--- src/hw/status_pkg.sv ---
// Constants, register map and types for the servo status detector.
// Assumes a 40 MHz system clock and a 32-bit APB register bus.
package status_pkg;
    // Register byte offsets
    localparam logic [7:0] ADDR_CTRL = 8'h00;
    localparam logic [7:0] ADDR_WINDOW = 8'h04;
    localparam logic [7:0] ADDR_HOLD = 8'h08;
    localparam logic [7:0] ADDR_ZERO = 8'h0c;
    localparam logic [7:0] ADDR_BAND = 8'h10;
    localparam logic [7:0] ADDR_EXCESS = 8'h14;
    localparam logic [7:0] ADDR_STATUS = 8'h18;
    localparam logic [7:0] ADDR_IRQ_STAT = 8'h1c;
    localparam logic [7:0] ADDR_IRQ_MASK = 8'h20;
    // Field widths
    localparam int WIN_W = 19;
    localparam int HOLD_W = 15;
    localparam int SPD_W = 17;
    localparam int EXC_W = 28;
    localparam int NUM_EV = 4;
    // Limits and reset values
    localparam logic [31:0] WINDOW_MAX = 32'h0004_0000;
    localparam logic [WIN_W-1:0] WINDOW_RST = 19'h0000a;
    localparam logic [31:0] HOLD_MAX = 32'h0000_7530;
    localparam logic [HOLD_W-1:0] HOLD_RST = 15'h0000;
    localparam logic [31:0] LEVEL_MIN = 32'h0000_000a;
    localparam logic [31:0] LEVEL_MAX = 32'h0000_4e20;
    localparam logic [SPD_W-1:0] ZERO_RST = 17'h00032;
    localparam logic [SPD_W-1:0] BAND_RST = 17'h00032;
    localparam logic [SPD_W-1:0] HYST = 17'h0000a;
    localparam logic [EXC_W-1:0] EXCESS_RST = 28'h00186a0;
    // Control fields
    localparam int CTRL_MODE_LSB = 0;
    localparam int CTRL_UNIT_BIT = 2;
    // Status and event bit positions
    localparam int EV_INPOS = 0;
    localparam int EV_ZERO = 1;
    localparam int EV_MATCH = 2;
    localparam int EV_EXCESS = 3;
    localparam int STAT_STATE_LSB = 4;
    // Time base
    localparam int CLK_NS = 25;
    localparam int MS_NS = 1000000;
    localparam int MS_CYCLES = MS_NS / CLK_NS;

    typedef enum logic [1:0] {
        MODE_ANY = 2'h0,
        MODE_NO_CMD = 2'h1,
        MODE_STILL = 2'h2,
        MODE_LATCH = 2'h3
    } inpos_mode_t;

    typedef enum logic [2:0] {
        S_TRACK = 3'h1,
        S_LATCH = 3'h2,
        S_HOLD = 3'h4
    } inpos_state_t;
endpackage

--- src/hw/hyst_compare.sv ---
// Magnitude comparator with separate switch-on and switch-off limits.
// Assumes limits are stable between samples and off_lim >= on_lim.
`timescale 1ns/1ps
module hyst_compare #(
    parameter bit STRICT_ON = 1'b0
) (
    // Clock and reset
    input wire logic clk,
    input wire logic rst,
    // Sample strobe and operands
    input wire logic en,
    input wire logic [16:0] value,
    input wire logic [16:0] on_lim,
    input wire logic [16:0] off_lim,
    // Result
    output logic flag
);
    logic on_hit;

    assign on_hit = STRICT_ON ? (value < on_lim) : (value <= on_lim);

    // Flag moves only past the outer limits
    always_ff @(posedge clk) begin
        if (rst) begin
            flag <= 1'b0;
        end else if (en) begin
            if (flag && (value > off_lim)) begin
                flag <= 1'b0;
            end else if (!flag && on_hit) begin
                flag <= 1'b1;
            end
        end
    end
endmodule

--- src/hw/ms_tick.sv ---
// Millisecond enable divider from the system clock.
// Assumes CYCLES is at least two.
`timescale 1ns/1ps
module ms_tick #(
    parameter int CYCLES = status_pkg::MS_CYCLES
) (
    // Clock and reset
    input wire logic clk,
    input wire logic rst,
    // One-cycle pulse per period
    output logic tick
);
    logic [31:0] cnt_r;

    always_ff @(posedge clk) begin
        if (rst) begin
            cnt_r <= 32'h0;
            tick <= 1'b0;
        end else if (cnt_r == 32'(CYCLES - 1)) begin
            cnt_r <= 32'h0;
            tick <= 1'b1;
        end else begin
            cnt_r <= cnt_r + 32'h1;
            tick <= 1'b0;
        end
    end
endmodule

--- src/hw/servo_status_detect.sv ---
// Servo status detector: in-position, zero-speed, speed match, excess.
// Assumes an APB master, synchronous inputs and a sample strobe.
//
// Operation
// - In-position window 0..262144, default 10, is the deviation threshold.
// - Unit select chooses encoder-unit deviation for window and excess limit.
// - Mode 0: flag on whenever deviation is below the window.
// - Mode 1: flag on only with no command and deviation below window.
// - Mode 2: also needs the zero-speed flag on.
// - Mode 3: latch on until next command, then keep on for hold time.
// - Mode 3: after hold expires, follow command and deviation again.
// - Hold time 0..30000 ms, used only in mode 3.
// - Hold time zero keeps latched flag until next command only.
// - Nonzero hold keeps flag that many ms; a new command clears it early.
// - Zero-speed flag when speed below level 10..20000, default 50.
// - Zero-speed uses speed magnitude, both directions alike.
// - Zero-speed has 10 r/min hysteresis.
// - Speed match when command-speed difference within band, default 50.
// - Speed match on at band minus 10, off above band plus 10.
`timescale 1ns/1ps
module servo_status_detect #(
    parameter int MS_CYCLES = status_pkg::MS_CYCLES
) (
    // Clock and reset
    input wire logic CLK_SYS,
    input wire logic SYS_RST,
    // APB slave
    input wire logic PSEL,
    input wire logic PENABLE,
    input wire logic PWRITE,
    input wire logic [7:0] PADDR,
    input wire logic [31:0] PWDATA,
    output logic [31:0] PRDATA,
    output logic PREADY,
    output logic PSLVERR,
    // Servo loop inputs
    input wire logic SAMPLE,
    input wire logic CMD_PRESENT,
    input wire logic signed [31:0] DEV_CMD_UNITS,
    input wire logic signed [31:0] DEV_ENC_UNITS,
    input wire logic signed [15:0] MOTOR_SPEED,
    input wire logic signed [15:0] SPEED_CMD,
    // Status outputs
    output logic IN_POSITION,
    output logic ZERO_SPEED,
    output logic SPEED_MATCH,
    output logic DEV_EXCESS,
    output logic IRQ
);
    localparam int WIN_W = status_pkg::WIN_W;
    localparam int HOLD_W = status_pkg::HOLD_W;
    localparam int SPD_W = status_pkg::SPD_W;
    localparam int EXC_W = status_pkg::EXC_W;
    localparam int NUM_EV = status_pkg::NUM_EV;

    // Saturate a written value into its legal range
    function automatic logic [31:0] clamp(input logic [31:0] v,
                                          input logic [31:0] lo,
                                          input logic [31:0] hi);
        logic [31:0] r;
        r = v;
        if (v < lo) begin
            r = lo;
        end else if (v > hi) begin
            r = hi;
        end
        return r;
    endfunction

    // Magnitude of a signed word
    function automatic logic [31:0] mag32(input logic signed [31:0] v);
        return v[31] ? 32'(-v) : 32'(v);
    endfunction

    // Registers
    status_pkg::inpos_mode_t mode_r;
    logic unit_enc_r;
    logic [WIN_W-1:0] window_r;
    logic [HOLD_W-1:0] hold_r;
    logic [SPD_W-1:0] zero_level_r;
    logic [SPD_W-1:0] band_r;
    logic [EXC_W-1:0] excess_lim_r;
    logic [NUM_EV-1:0] irq_stat_r;
    logic [NUM_EV-1:0] irq_mask_r;

    // Bus and datapath signals
    logic setup_acc;
    logic wr_done;
    logic hit;
    logic [31:0] rd_mux;
    logic [31:0] abs_dev;
    logic below;
    logic [SPD_W-1:0] abs_speed;
    logic signed [17:0] speed_diff;
    logic [SPD_W-1:0] abs_diff;
    logic zero_speed_flag;
    logic match;
    logic ms;
    logic cmd_prev_r;
    logic cmd_edge;
    logic inpos_r;
    logic inpos_nxt;
    logic excess_r;
    status_pkg::inpos_state_t st_r;
    status_pkg::inpos_state_t st_nxt;
    logic load_hold;
    logic [HOLD_W-1:0] timer_r;
    logic [NUM_EV-1:0] flags;
    logic [NUM_EV-1:0] flags_d_r;
    logic [NUM_EV-1:0] events;
    logic [NUM_EV-1:0] irq_stat_nxt;

    // APB handshake: answer one cycle into the access phase
    assign setup_acc = PSEL && PENABLE && !PREADY;
    assign wr_done = PSEL && PENABLE && PREADY && PWRITE;

    // Address decode and read data
    always_comb begin
        hit = 1'b1;
        rd_mux = 32'h0;
        unique case (PADDR)
            status_pkg::ADDR_CTRL: begin
                rd_mux[status_pkg::CTRL_MODE_LSB +: 2] = mode_r;
                rd_mux[status_pkg::CTRL_UNIT_BIT] = unit_enc_r;
            end
            status_pkg::ADDR_WINDOW: rd_mux[WIN_W-1:0] = window_r;
            status_pkg::ADDR_HOLD: rd_mux[HOLD_W-1:0] = hold_r;
            status_pkg::ADDR_ZERO: rd_mux[SPD_W-1:0] = zero_level_r;
            status_pkg::ADDR_BAND: rd_mux[SPD_W-1:0] = band_r;
            status_pkg::ADDR_EXCESS: rd_mux[EXC_W-1:0] = excess_lim_r;
            status_pkg::ADDR_STATUS: begin
                rd_mux[NUM_EV-1:0] = flags;
                rd_mux[status_pkg::STAT_STATE_LSB +: 3] = st_r;
            end
            status_pkg::ADDR_IRQ_STAT: rd_mux[NUM_EV-1:0] = irq_stat_r;
            status_pkg::ADDR_IRQ_MASK: rd_mux[NUM_EV-1:0] = irq_mask_r;
            default: hit = 1'b0;
        endcase
    end

    // APB answer
    always_ff @(posedge CLK_SYS) begin
        if (SYS_RST) begin
            PREADY <= 1'b0;
            PRDATA <= 32'h0;
            PSLVERR <= 1'b0;
        end else if (setup_acc) begin
            PREADY <= 1'b1;
            PRDATA <= PWRITE ? 32'h0 : rd_mux;
            PSLVERR <= !hit;
        end else begin
            PREADY <= 1'b0;
            PRDATA <= 32'h0;
            PSLVERR <= 1'b0;
        end
    end

    // Setting registers
    always_ff @(posedge CLK_SYS) begin
        if (SYS_RST) begin
            mode_r <= status_pkg::MODE_ANY;
            unit_enc_r <= 1'b0;
            window_r <= status_pkg::WINDOW_RST;
            hold_r <= status_pkg::HOLD_RST;
            zero_level_r <= status_pkg::ZERO_RST;
            band_r <= status_pkg::BAND_RST;
            excess_lim_r <= status_pkg::EXCESS_RST;
            irq_mask_r <= '0;
        end else if (wr_done) begin
            unique case (PADDR)
                status_pkg::ADDR_CTRL: begin
                    mode_r <= status_pkg::inpos_mode_t'(
                        PWDATA[status_pkg::CTRL_MODE_LSB +: 2]);
                    unit_enc_r <= PWDATA[status_pkg::CTRL_UNIT_BIT];
                end
                status_pkg::ADDR_WINDOW: begin
                    window_r <= WIN_W'(clamp(PWDATA, 32'h0,
                                             status_pkg::WINDOW_MAX));
                end
                status_pkg::ADDR_HOLD: begin
                    hold_r <= HOLD_W'(clamp(PWDATA, 32'h0,
                                            status_pkg::HOLD_MAX));
                end
                status_pkg::ADDR_ZERO: begin
                    zero_level_r <= SPD_W'(clamp(PWDATA, status_pkg::LEVEL_MIN,
                                                status_pkg::LEVEL_MAX));
                end
                status_pkg::ADDR_BAND: begin
                    band_r <= SPD_W'(clamp(PWDATA, status_pkg::LEVEL_MIN,
                                           status_pkg::LEVEL_MAX));
                end
                status_pkg::ADDR_EXCESS: excess_lim_r <= PWDATA[EXC_W-1:0];
                status_pkg::ADDR_IRQ_MASK: irq_mask_r <= PWDATA[NUM_EV-1:0];
                default: begin
                end
            endcase
        end
    end

    // Deviation in the selected unit
    assign abs_dev = unit_enc_r ? mag32(DEV_ENC_UNITS)
                                : mag32(DEV_CMD_UNITS);
    assign below = abs_dev < 32'(window_r);

    // Speed magnitude and command difference
    assign abs_speed = MOTOR_SPEED[15] ? SPD_W'(-32'(MOTOR_SPEED))
                                       : SPD_W'(MOTOR_SPEED);
    assign speed_diff = 18'(SPEED_CMD) - 18'(MOTOR_SPEED);
    assign abs_diff = speed_diff[17] ? SPD_W'(-speed_diff)
                                     : SPD_W'(speed_diff);

    // Zero-speed with hysteresis
    hyst_compare #(
        .STRICT_ON(1'b1)
    ) u_zero (
        .clk(CLK_SYS),
        .rst(SYS_RST),
        .en(SAMPLE),
        .value(abs_speed),
        .on_lim(zero_level_r - status_pkg::HYST),
        .off_lim(zero_level_r + status_pkg::HYST),
        .flag(zero_speed_flag)
    );

    // Speed match with hysteresis
    hyst_compare #(
        .STRICT_ON(1'b0)
    ) u_match (
        .clk(CLK_SYS),
        .rst(SYS_RST),
        .en(SAMPLE),
        .value(abs_diff),
        .on_lim(band_r - status_pkg::HYST),
        .off_lim(band_r + status_pkg::HYST),
        .flag(match)
    );

    // Millisecond time base
    ms_tick #(
        .CYCLES(MS_CYCLES)
    ) u_ms (
        .clk(CLK_SYS),
        .rst(SYS_RST),
        .tick(ms)
    );

    assign cmd_edge = CMD_PRESENT && !cmd_prev_r;

    // In-position decision
    always_comb begin
        st_nxt = st_r;
        inpos_nxt = inpos_r;
        load_hold = 1'b0;
        unique case (mode_r)
            status_pkg::MODE_ANY: begin
                st_nxt = status_pkg::S_TRACK;
                inpos_nxt = below;
            end
            status_pkg::MODE_NO_CMD: begin
                st_nxt = status_pkg::S_TRACK;
                inpos_nxt = below && !CMD_PRESENT;
            end
            status_pkg::MODE_STILL: begin
                st_nxt = status_pkg::S_TRACK;
                inpos_nxt = below && !CMD_PRESENT && zero_speed_flag;
            end
            status_pkg::MODE_LATCH: begin
                unique case (st_r)
                    status_pkg::S_TRACK: begin
                        inpos_nxt = below && !CMD_PRESENT;
                        if (below && !CMD_PRESENT) begin
                            st_nxt = status_pkg::S_LATCH;
                        end
                    end
                    status_pkg::S_LATCH: begin
                        inpos_nxt = 1'b1;
                        if (CMD_PRESENT && (hold_r == '0)) begin
                            inpos_nxt = 1'b0;
                            st_nxt = status_pkg::S_TRACK;
                        end else if (CMD_PRESENT) begin
                            load_hold = 1'b1;
                            st_nxt = status_pkg::S_HOLD;
                        end
                    end
                    status_pkg::S_HOLD: begin
                        inpos_nxt = 1'b1;
                        if (cmd_edge) begin
                            inpos_nxt = 1'b0;
                            st_nxt = status_pkg::S_TRACK;
                        end else if (timer_r == '0) begin
                            inpos_nxt = below && !CMD_PRESENT;
                            st_nxt = status_pkg::S_TRACK;
                        end
                    end
                    default: begin
                        inpos_nxt = 1'b0;
                        st_nxt = status_pkg::S_TRACK;
                    end
                endcase
            end
        endcase
    end

    // Flag and state update per sample
    always_ff @(posedge CLK_SYS) begin
        if (SYS_RST) begin
            st_r <= status_pkg::S_TRACK;
            inpos_r <= 1'b0;
            cmd_prev_r <= 1'b0;
            excess_r <= 1'b0;
        end else if (SAMPLE) begin
            st_r <= st_nxt;
            inpos_r <= inpos_nxt;
            cmd_prev_r <= CMD_PRESENT;
            excess_r <= abs_dev > 32'(excess_lim_r);
        end
    end

    // Hold timer on the millisecond base
    always_ff @(posedge CLK_SYS) begin
        if (SYS_RST) begin
            timer_r <= '0;
        end else if (SAMPLE && load_hold) begin
            timer_r <= hold_r;
        end else if ((st_r == status_pkg::S_HOLD) && ms && (timer_r != '0)) begin
            timer_r <= timer_r - HOLD_W'(1);
        end
    end

    // Rising flags become events; set beats write-one-clear
    assign flags = {excess_r, match, zero_speed_flag, inpos_r};
    assign events = flags & ~flags_d_r;

    always_comb begin
        irq_stat_nxt = irq_stat_r;
        if (wr_done && (PADDR == status_pkg::ADDR_IRQ_STAT)) begin
            irq_stat_nxt = irq_stat_nxt & ~PWDATA[NUM_EV-1:0];
        end
        irq_stat_nxt = irq_stat_nxt | events;
    end

    always_ff @(posedge CLK_SYS) begin
        if (SYS_RST) begin
            flags_d_r <= '0;
            irq_stat_r <= '0;
            IRQ <= 1'b0;
        end else begin
            flags_d_r <= flags;
            irq_stat_r <= irq_stat_nxt;
            IRQ <= |(irq_stat_r & irq_mask_r);
        end
    end

    // Status pins
    always_ff @(posedge CLK_SYS) begin
        if (SYS_RST) begin
            IN_POSITION <= 1'b0;
            ZERO_SPEED <= 1'b0;
            SPEED_MATCH <= 1'b0;
            DEV_EXCESS <= 1'b0;
        end else begin
            IN_POSITION <= inpos_r;
            ZERO_SPEED <= zero_speed_flag;
            SPEED_MATCH <= match;
            DEV_EXCESS <= excess_r;
        end
    end
endmodule

--- config.mk ---
export PLATFORM = sky130hd
export DESIGN_NAME = servo_status_detect
export DESIGN_NICKNAME = d
export VERILOG_FILES = /design/src/hw/status_pkg.sv /design/src/hw/hyst_compare.sv /design/src/hw/ms_tick.sv /design/src/hw/servo_status_detect.sv
export SDC_FILE = /design/constraint.sdc
export NUM_CORES = 1
export LEC_CHECK = 0
export BUFFER_PORTS_ARGS = -buffer_cell sky130_fd_sc_hd__clkbuf_2
export CAP_MARGIN = 20
export CORE_MARGIN = 2
export CORE_UTILIZATION = 25
export CTS_CLUSTER_DIAMETER = 30
export DETAILED_ROUTE_END_ITERATION = 6
export HOLD_SLACK_MARGIN = 0.02
export SETUP_SLACK_MARGIN = 0.02
export SLEW_MARGIN = 20
export SYNTH_ARGS = -nofsm -noshare
export SYNTH_HDL_FRONTEND = slang
export SYNTH_HIERARCHICAL = 1
export SYNTH_SLANG_ARGS = --single-unit
--- constraint.sdc ---
create_clock -name CLK_SYS -period 11.3 [get_ports CLK_SYS]
set_clock_uncertainty 0.1 [all_clocks]
set_input_delay 0 -clock CLK_SYS [delete_from_list [all_inputs] [get_ports CLK_SYS]]
set_output_delay 0 -clock CLK_SYS [all_outputs]
set_load 0.01 [all_outputs]
# Word level (Yosys, flattened, before mapping)
# Cells that the tools add are included.
# classes
add_sub_neg	11
magnitude_cmp	11
n_eq_ne	18
muxes	43
bitwise_logic	8
reduce_logical	47
# op_table
operator	n
$mux 32	3
$mux 17	4
$gt 32x15->1 const B	2
$neg 32->32	2
$mux 15	4
$pmux 8 s5	1
$mux 19	2
$add 17x4->17 const B	2
$gt 17x17->1	2
$sub 17x4->17 const B	2
$add 32x1->32 const B	1
$eq 32x16->1 const B	1
$eq 8x5->1 const B	4
$gt 32x19->1 const B	1
$gt 32x28->1	1
$lt 32x1->1 const B	1
$lt 32x19->1	1
$lt 32x4->1 const B	1
$logic_not 15->1	2
$pmux 3 s9	1
$pmux 3 s6	1
$reduce_and 2->1	9
$le 17x17->1	1
$lt 17x17->1	1
other kinds (39)	88
# totals
ff_bits	206
input_bits	143
elab_cells	167

# Logic depth before layout (Yosys ltp)
# logic_depth
ltp_word	9
ltp_mapped	20
depth_no_buf	19

# Hierarchy
# Netlist, hierarchy kept.
# modules_own_cells
module	instances	cells_each	area_each_um2
servo_status_detect	1	1647	12192.9
ms_tick	1	171	1595.3
hyst_compare (u_match)	1	123	914.6
hyst_compare (u_zero)	1	121	885.8

# Worst setup path before layout
# Ideal clock, no wire load.
# synth_path
path_type	input -> register
startpoint	input DEV_ENC_UNITS[13]
endpoint	register excess_r
arrival_ns	3.530
required_ns	11.109
path_slack_ns	7.579
stages	14
path_buffers	1
cell_sequence	or4_4 or4_1 buf_2 or2_1 o311a_1 o211a_1 ha_1 nand4_1 or2_2 nor4_1 o21ai_0 o22a_1 a31o_2 a311oi_1
# synth_between
elab_chain_len	4
# synth_rtl
item	line_no	source
start, declared	servo_status_detect.sv:40	input wire logic signed [31:0] DEV_ENC_UNITS,
$neg 32->32	servo_status_detect.sv:72	return v[31] ? 32'(-v) : 32'(v);
$mux 32 (*)	servo_status_detect.sv:72	
$mux 32 (*)	servo_status_detect.sv:201	assign abs_dev = unit_enc_r ? mag32(DEV_ENC_UNITS)
$gt 32x28->1 (*)	servo_status_detect.sv:315	excess_r <= abs_dev > 32'(excess_lim_r);
end signal, assigned	servo_status_detect.sv:315	
end, declared	servo_status_detect.sv:103	logic excess_r;
# Every way passes the cells marked *; elsewhere a longest branch is shown, timed or not.
# A chain may end at the register's enable or synchronous reset.

# Worst setup path in the final report
# layout_path
startpoint	register unit_enc_r
endpoint	register excess_r
# layout_between
elab_chain_len	2
# layout_rtl
item	line_no	source
start, declared	servo_status_detect.sv:77	logic unit_enc_r;
start signal, assigned	servo_status_detect.sv:174	unit_enc_r <= PWDATA[status_pkg::CTRL_UNIT_BIT];
$mux 32	servo_status_detect.sv:201	
$gt 32x28->1	servo_status_detect.sv:315	
# Every way passes these cells.

==> out/qor.txt <==
===================================================================================
Fin. Hold Viols ......................................................            0
RSZ-0062 raised after global routing .................................           no
Number of nets at the end of the flow ................................        2,493
Achievable clock frequency ...........................................    0.238 GHz
Tightest Pin Transition ..............................................      1160 ps
Yosys top cell area share ............................................        25.4%
Largest family of logic cells by synthesized area .................... simple AND/OR/NAND/NOR gates
Max transition margin ................................................        22.6%
Routability-driven placement congestion ratio ........................        0.894
Simple-gate portion of the synthesized area ..........................        25.0%
Number of H-tree levels ..............................................            4
Arrival time reported for the critical path endpoint .................      4450 ps
Setup slack after layout .............................................      7100 ps
Post-detailed-route via-to-cell ratio ................................         5.00
Internal Pwr Total ...................................................    0.00117 W
Power density over the cells ......................................... 95.3 nW/um^2
Proportion of layout cells with a drive suffix above 1 ...............        12.2%
Clock root buffer master .............................................    clkbuf_16
Post-synthesis sequential area ratio .................................        25.4%
Fraction of synthesized cell area in xor and xnor cells ..............        9.38%
Die ar. ..............................................................  64,400 um^2
Setup tns final ......................................................         0 ps
Reported net switching power .........................................   0.000567 W
Number of cells in the design after placement ........................        2,978
Combinational cell fraction of total power ...........................        23.5%
Sequence of cells on the critical path ............................... buf_4, nor2b_1, a32o_1, nor4_1, ha_1, nand4_1, or2_2, nor4_1, o21ai_0, o22a_1, a31o_2, a311oi_1
Main synth FF type ...................................................      dfxtp_1
Antenna violations before repair .....................................            1
Required time at the endpoint of the critical path ...................    11,550 ps
Remaining global-route overflow ......................................            0
Utilization after layout .............................................        29.6%
Bufs on Longest Clock Path ...........................................            2
Sequential share of power ............................................        41.0%
CTS tree .............................................................         done
Height of the die ....................................................       254 um
Most prevalent standard cell on the critical path ....................       nor4_1
First-pass GRT wire length ...........................................      81.3 mm
Clock Latency Late Sink ..............................................       460 ps
Synth Area in Adders .................................................        11.3%
Count of hold-fix buffers inserted at cts ............................           50
Starting density of the core .........................................        25.3%
Worst setup slack after placement ....................................      6990 ps
Via count of the first global-routing pass ...........................        14.5k
Post-route ant nets ..................................................            0
Clock slew at reported path FFs ......................................        80 ps
Standard-cell row count ..............................................           91
Mean routed wirelength per cell ......................................      17.0 um
Synthesized instance count ...........................................        2,062
Area added between synthesis and finish ..............................        17.3%
I/O Pins .............................................................          182
Critical path capture point type .....................................         flop
Flops & latches, synth ...............................................          198
Number of instances resized during post-cts repair ...................            0
TritonCTS Buffers ....................................................           17
Synth Warn # .........................................................            6
Largest stage delay, worst path ......................................       600 ps
Placed wire-length estimate ..........................................      41.1 mm
Number of max-cap violations .........................................            0
Critical setup path kind ............................................. flop to flop
Initial detailed-routing violation count .............................        1,146
Count of placed standard cells in the final layout, fillers left out .        3,064
Cell at the slowest stage of the critical path .......................      dfxtp_2
Post-CTS setup repair buffer count ...................................            0
Result of the run ....................................................    completed
Share of the cycle needed by the critical path after routing .........        37.1%
Worst VDD drop .......................................................   0.000109 V
Total leakage power ..................................................      7.09 nW
Post-Syn Area ........................................................  15,600 um^2
Number of vias in the routed layout ..................................        15.3k
Clock network fraction of total power ................................        35.5%
Maximum number of pins on one net before global-route repair .........           87
Total routed wirelength ..............................................      51.9 mm
Startpoint types .....................................................         flop
Number of fill cells .................................................        6,749
Multiplexer area fraction after synthesis ............................        1.69%
Synth async-reset ratio ..............................................           0%
Minimum period implied by the final worst setup slack ................      4200 ps
Port-buffer cells ....................................................          177
Count of flip-flops with a built-in enable after synthesis ...........            0
Critical-path maximum fanout .........................................           51
Core region area .....................................................  61,700 um^2
Chip Width ...........................................................       254 um
Final setup vio count ................................................            0
Total routing usage reported by global routing .......................        16.0%
Fraction of power spent switching nets ...............................        32.6%
Compound-Gate Fraction of Synth Area .................................        20.0%
Leading post-synthesis cells by cell area ............................ dfxtp_1 25%, ha_1 11%, xnor2_1 5.4%
Path class of the lowest-slack min-delay path ........................ input port to flop
Mean cell area of the mapped netlist .................................    7.56 um^2
Library cell occupying the most area in the post-synthesis netlist ...      dfxtp_1
1st-pass router iterations ...........................................            6
DRC ..................................................................            0
Hold_ws ..............................................................      53.7 ps
Number of library cell types mapped by synthesis .....................           89
Number of sinks on the clock net .....................................          198
Final Max Tran Viols .................................................            0
===================================================================================
-- layer usage --
| layer | vias up | routed length (um) | part of all wire [%] | track usage, % |
|---|---|---|---|---|
| met3 | 72 | 2730 | 5.3 | 1.89 |
| met1 | 7215 | 24000 | 46 | 21.8 |
| met4 | 0 | 1120 | 2.2 | 4.55 |
| li1 | 7630 | - | - | - |
| met5 | - | 0 | 0 | 0 |
| met2 | 394 | 24100 | 46 | 26.3 |
-- placed cells by master, fill, tap and decap left out, types with 10 or more instances in the layout --
cell type      instances
nand4_1               39
and4_1                10
a31oi_1               11
inv_1                178
nand3b_1              12
ha_1                 139
or3_1                 21
a221oi_1              18
a22oi_1               37
dlygate4sd3_1         50
nor4_1                32
o21ai_0               89
nand2_1              199
and3_1                16
nand2b_1              27
or4_1                 15
nor3_1                57
dfxtp_1              197
nor2_1               200
a211oi_1              34
buf_4                 11
xnor2_1               96
clkbuf_2             176
o41ai_1               18
a21oi_1              136
nor2b_1               19
clkbuf_16             17
or2_2                 12
nand3_1               63
mux2i_1               23
a21o_1                17
xor2_1                71
o31ai_1               17
-- state kept, by name, indices dropped and copies added (netlist names) --
signal        count
mode_r            2
PREADY            1
inpos_r           1
cmd_prev_r        1
irq_stat_r        4
u_zero/flag       1
band_r           17
zero_level_r     17
window_r         19
timer_r          15
hold_r           15
u_match/flag      1
st_r              3
IRQ               1
excess_lim_r     28
u_ms/tick         1
unit_enc_r        1
excess_r          1
PSLVERR           1
irq_mask_r        4
flags_d_r         4
u_ms/cnt_r       32
PRDATA           28
-- per-stage QoR --
stage | instance area (um^2) | power, W
6_report | 18300 | 0.00174
5_1_grt | 18300 | 0.00184
4_1_cts | 18300 | 0.00175
3_5_place_dp | 17200 | 0.00112
3_3_place_gp | 17200 | 0.00112
2_1_floorplan | 15600 | 0.00100
-- worst paths after layout --
check                           cells past startpoint  slack, ps          start             to
worst max-delay path                               12       7100     unit_enc_r       excess_r
worst min-delay path                                6         50     PWDATA[29]   window_r[17]
worst max register to register                     12       7100     unit_enc_r       excess_r
worst min register to register                      1        370  u_ms/cnt_r[0]  u_ms/cnt_r[0]
-- cell families (layout without fill, tap and decap cells) --
group | after synthesis | count (layout)
multiplexers | 26 | 26
other | 1 | 10
AND/OR/NAND/NOR | 771 | 771
AO/OA/AOI/OAI | 468 | 468
adder cells (fa/ha/maj) | 140 | 140
flip-flops | 198 | 198
buffers and inverters | 291 | 447
XOR/XNOR | 167 | 167
-- synthesized netlist by cell type (19+ instances only) --
cell type  count
nor2_1       200
nand2_1      199
dfxtp_1      198
inv_1        178
ha_1         139
a21oi_1      136
xnor2_1       96
clkbuf_1      92
o21ai_0       89
xor2_1        71
nand3_1       63
nor3_1        58
nand4_1       39
a22oi_1       37
a211oi_1      35
nor4_1        32
nand2b_1      27
mux2i_1       23
or3_1         21
nor2b_1       19
o41ai_1       19
-- power groups by stage --
| stage | Clock, W | Sequential [W] | Combinational, W |
|---|---|---|---|
| 6_report | 0.000618 | 0.000714 | 0.000409 |
| 5_1_grt | 0.000661 | 0.000716 | 0.000463 |
| 4_1_cts | 0.000632 | 0.000714 | 0.000407 |
| 3_5_place_dp | 0 | 0.000731 | 0.000393 |
| 3_3_place_gp | 0 | 0.000731 | 0.000391 |
| 2_1_floorplan | 0 | 0.000725 | 0.000274 |
-- worst max-delay path, delay by kind of cell, from the launching register on --
kind	cells	cell delay, ps
AND/OR/NAND/NOR	5	1540
AO/OA/AOI/OAI	5	1120
flip-flops	1	600
buffers and inverters	1	490
adder cells (fa/ha/maj)	1	220
-- final cells by class --
cell class / count / area [um^2] / area share [%]
Clock buffer: 18 / 429 / 2.35
Sequential cell: 198 / 3970 / 21.7
Tap cell: 837 / 1050 / 5.73
Antenna cell: 4 / 10.0 / 0.0547
Timing Repair Buffer: 237 / 1460 / 8.01
Multi-Input combinational cell: 1578 / 10500 / 57.7
Clock inverter: 14 / 155 / 0.849
Inverter: 178 / 668 / 3.65
(Power assumes the default switching activity.)
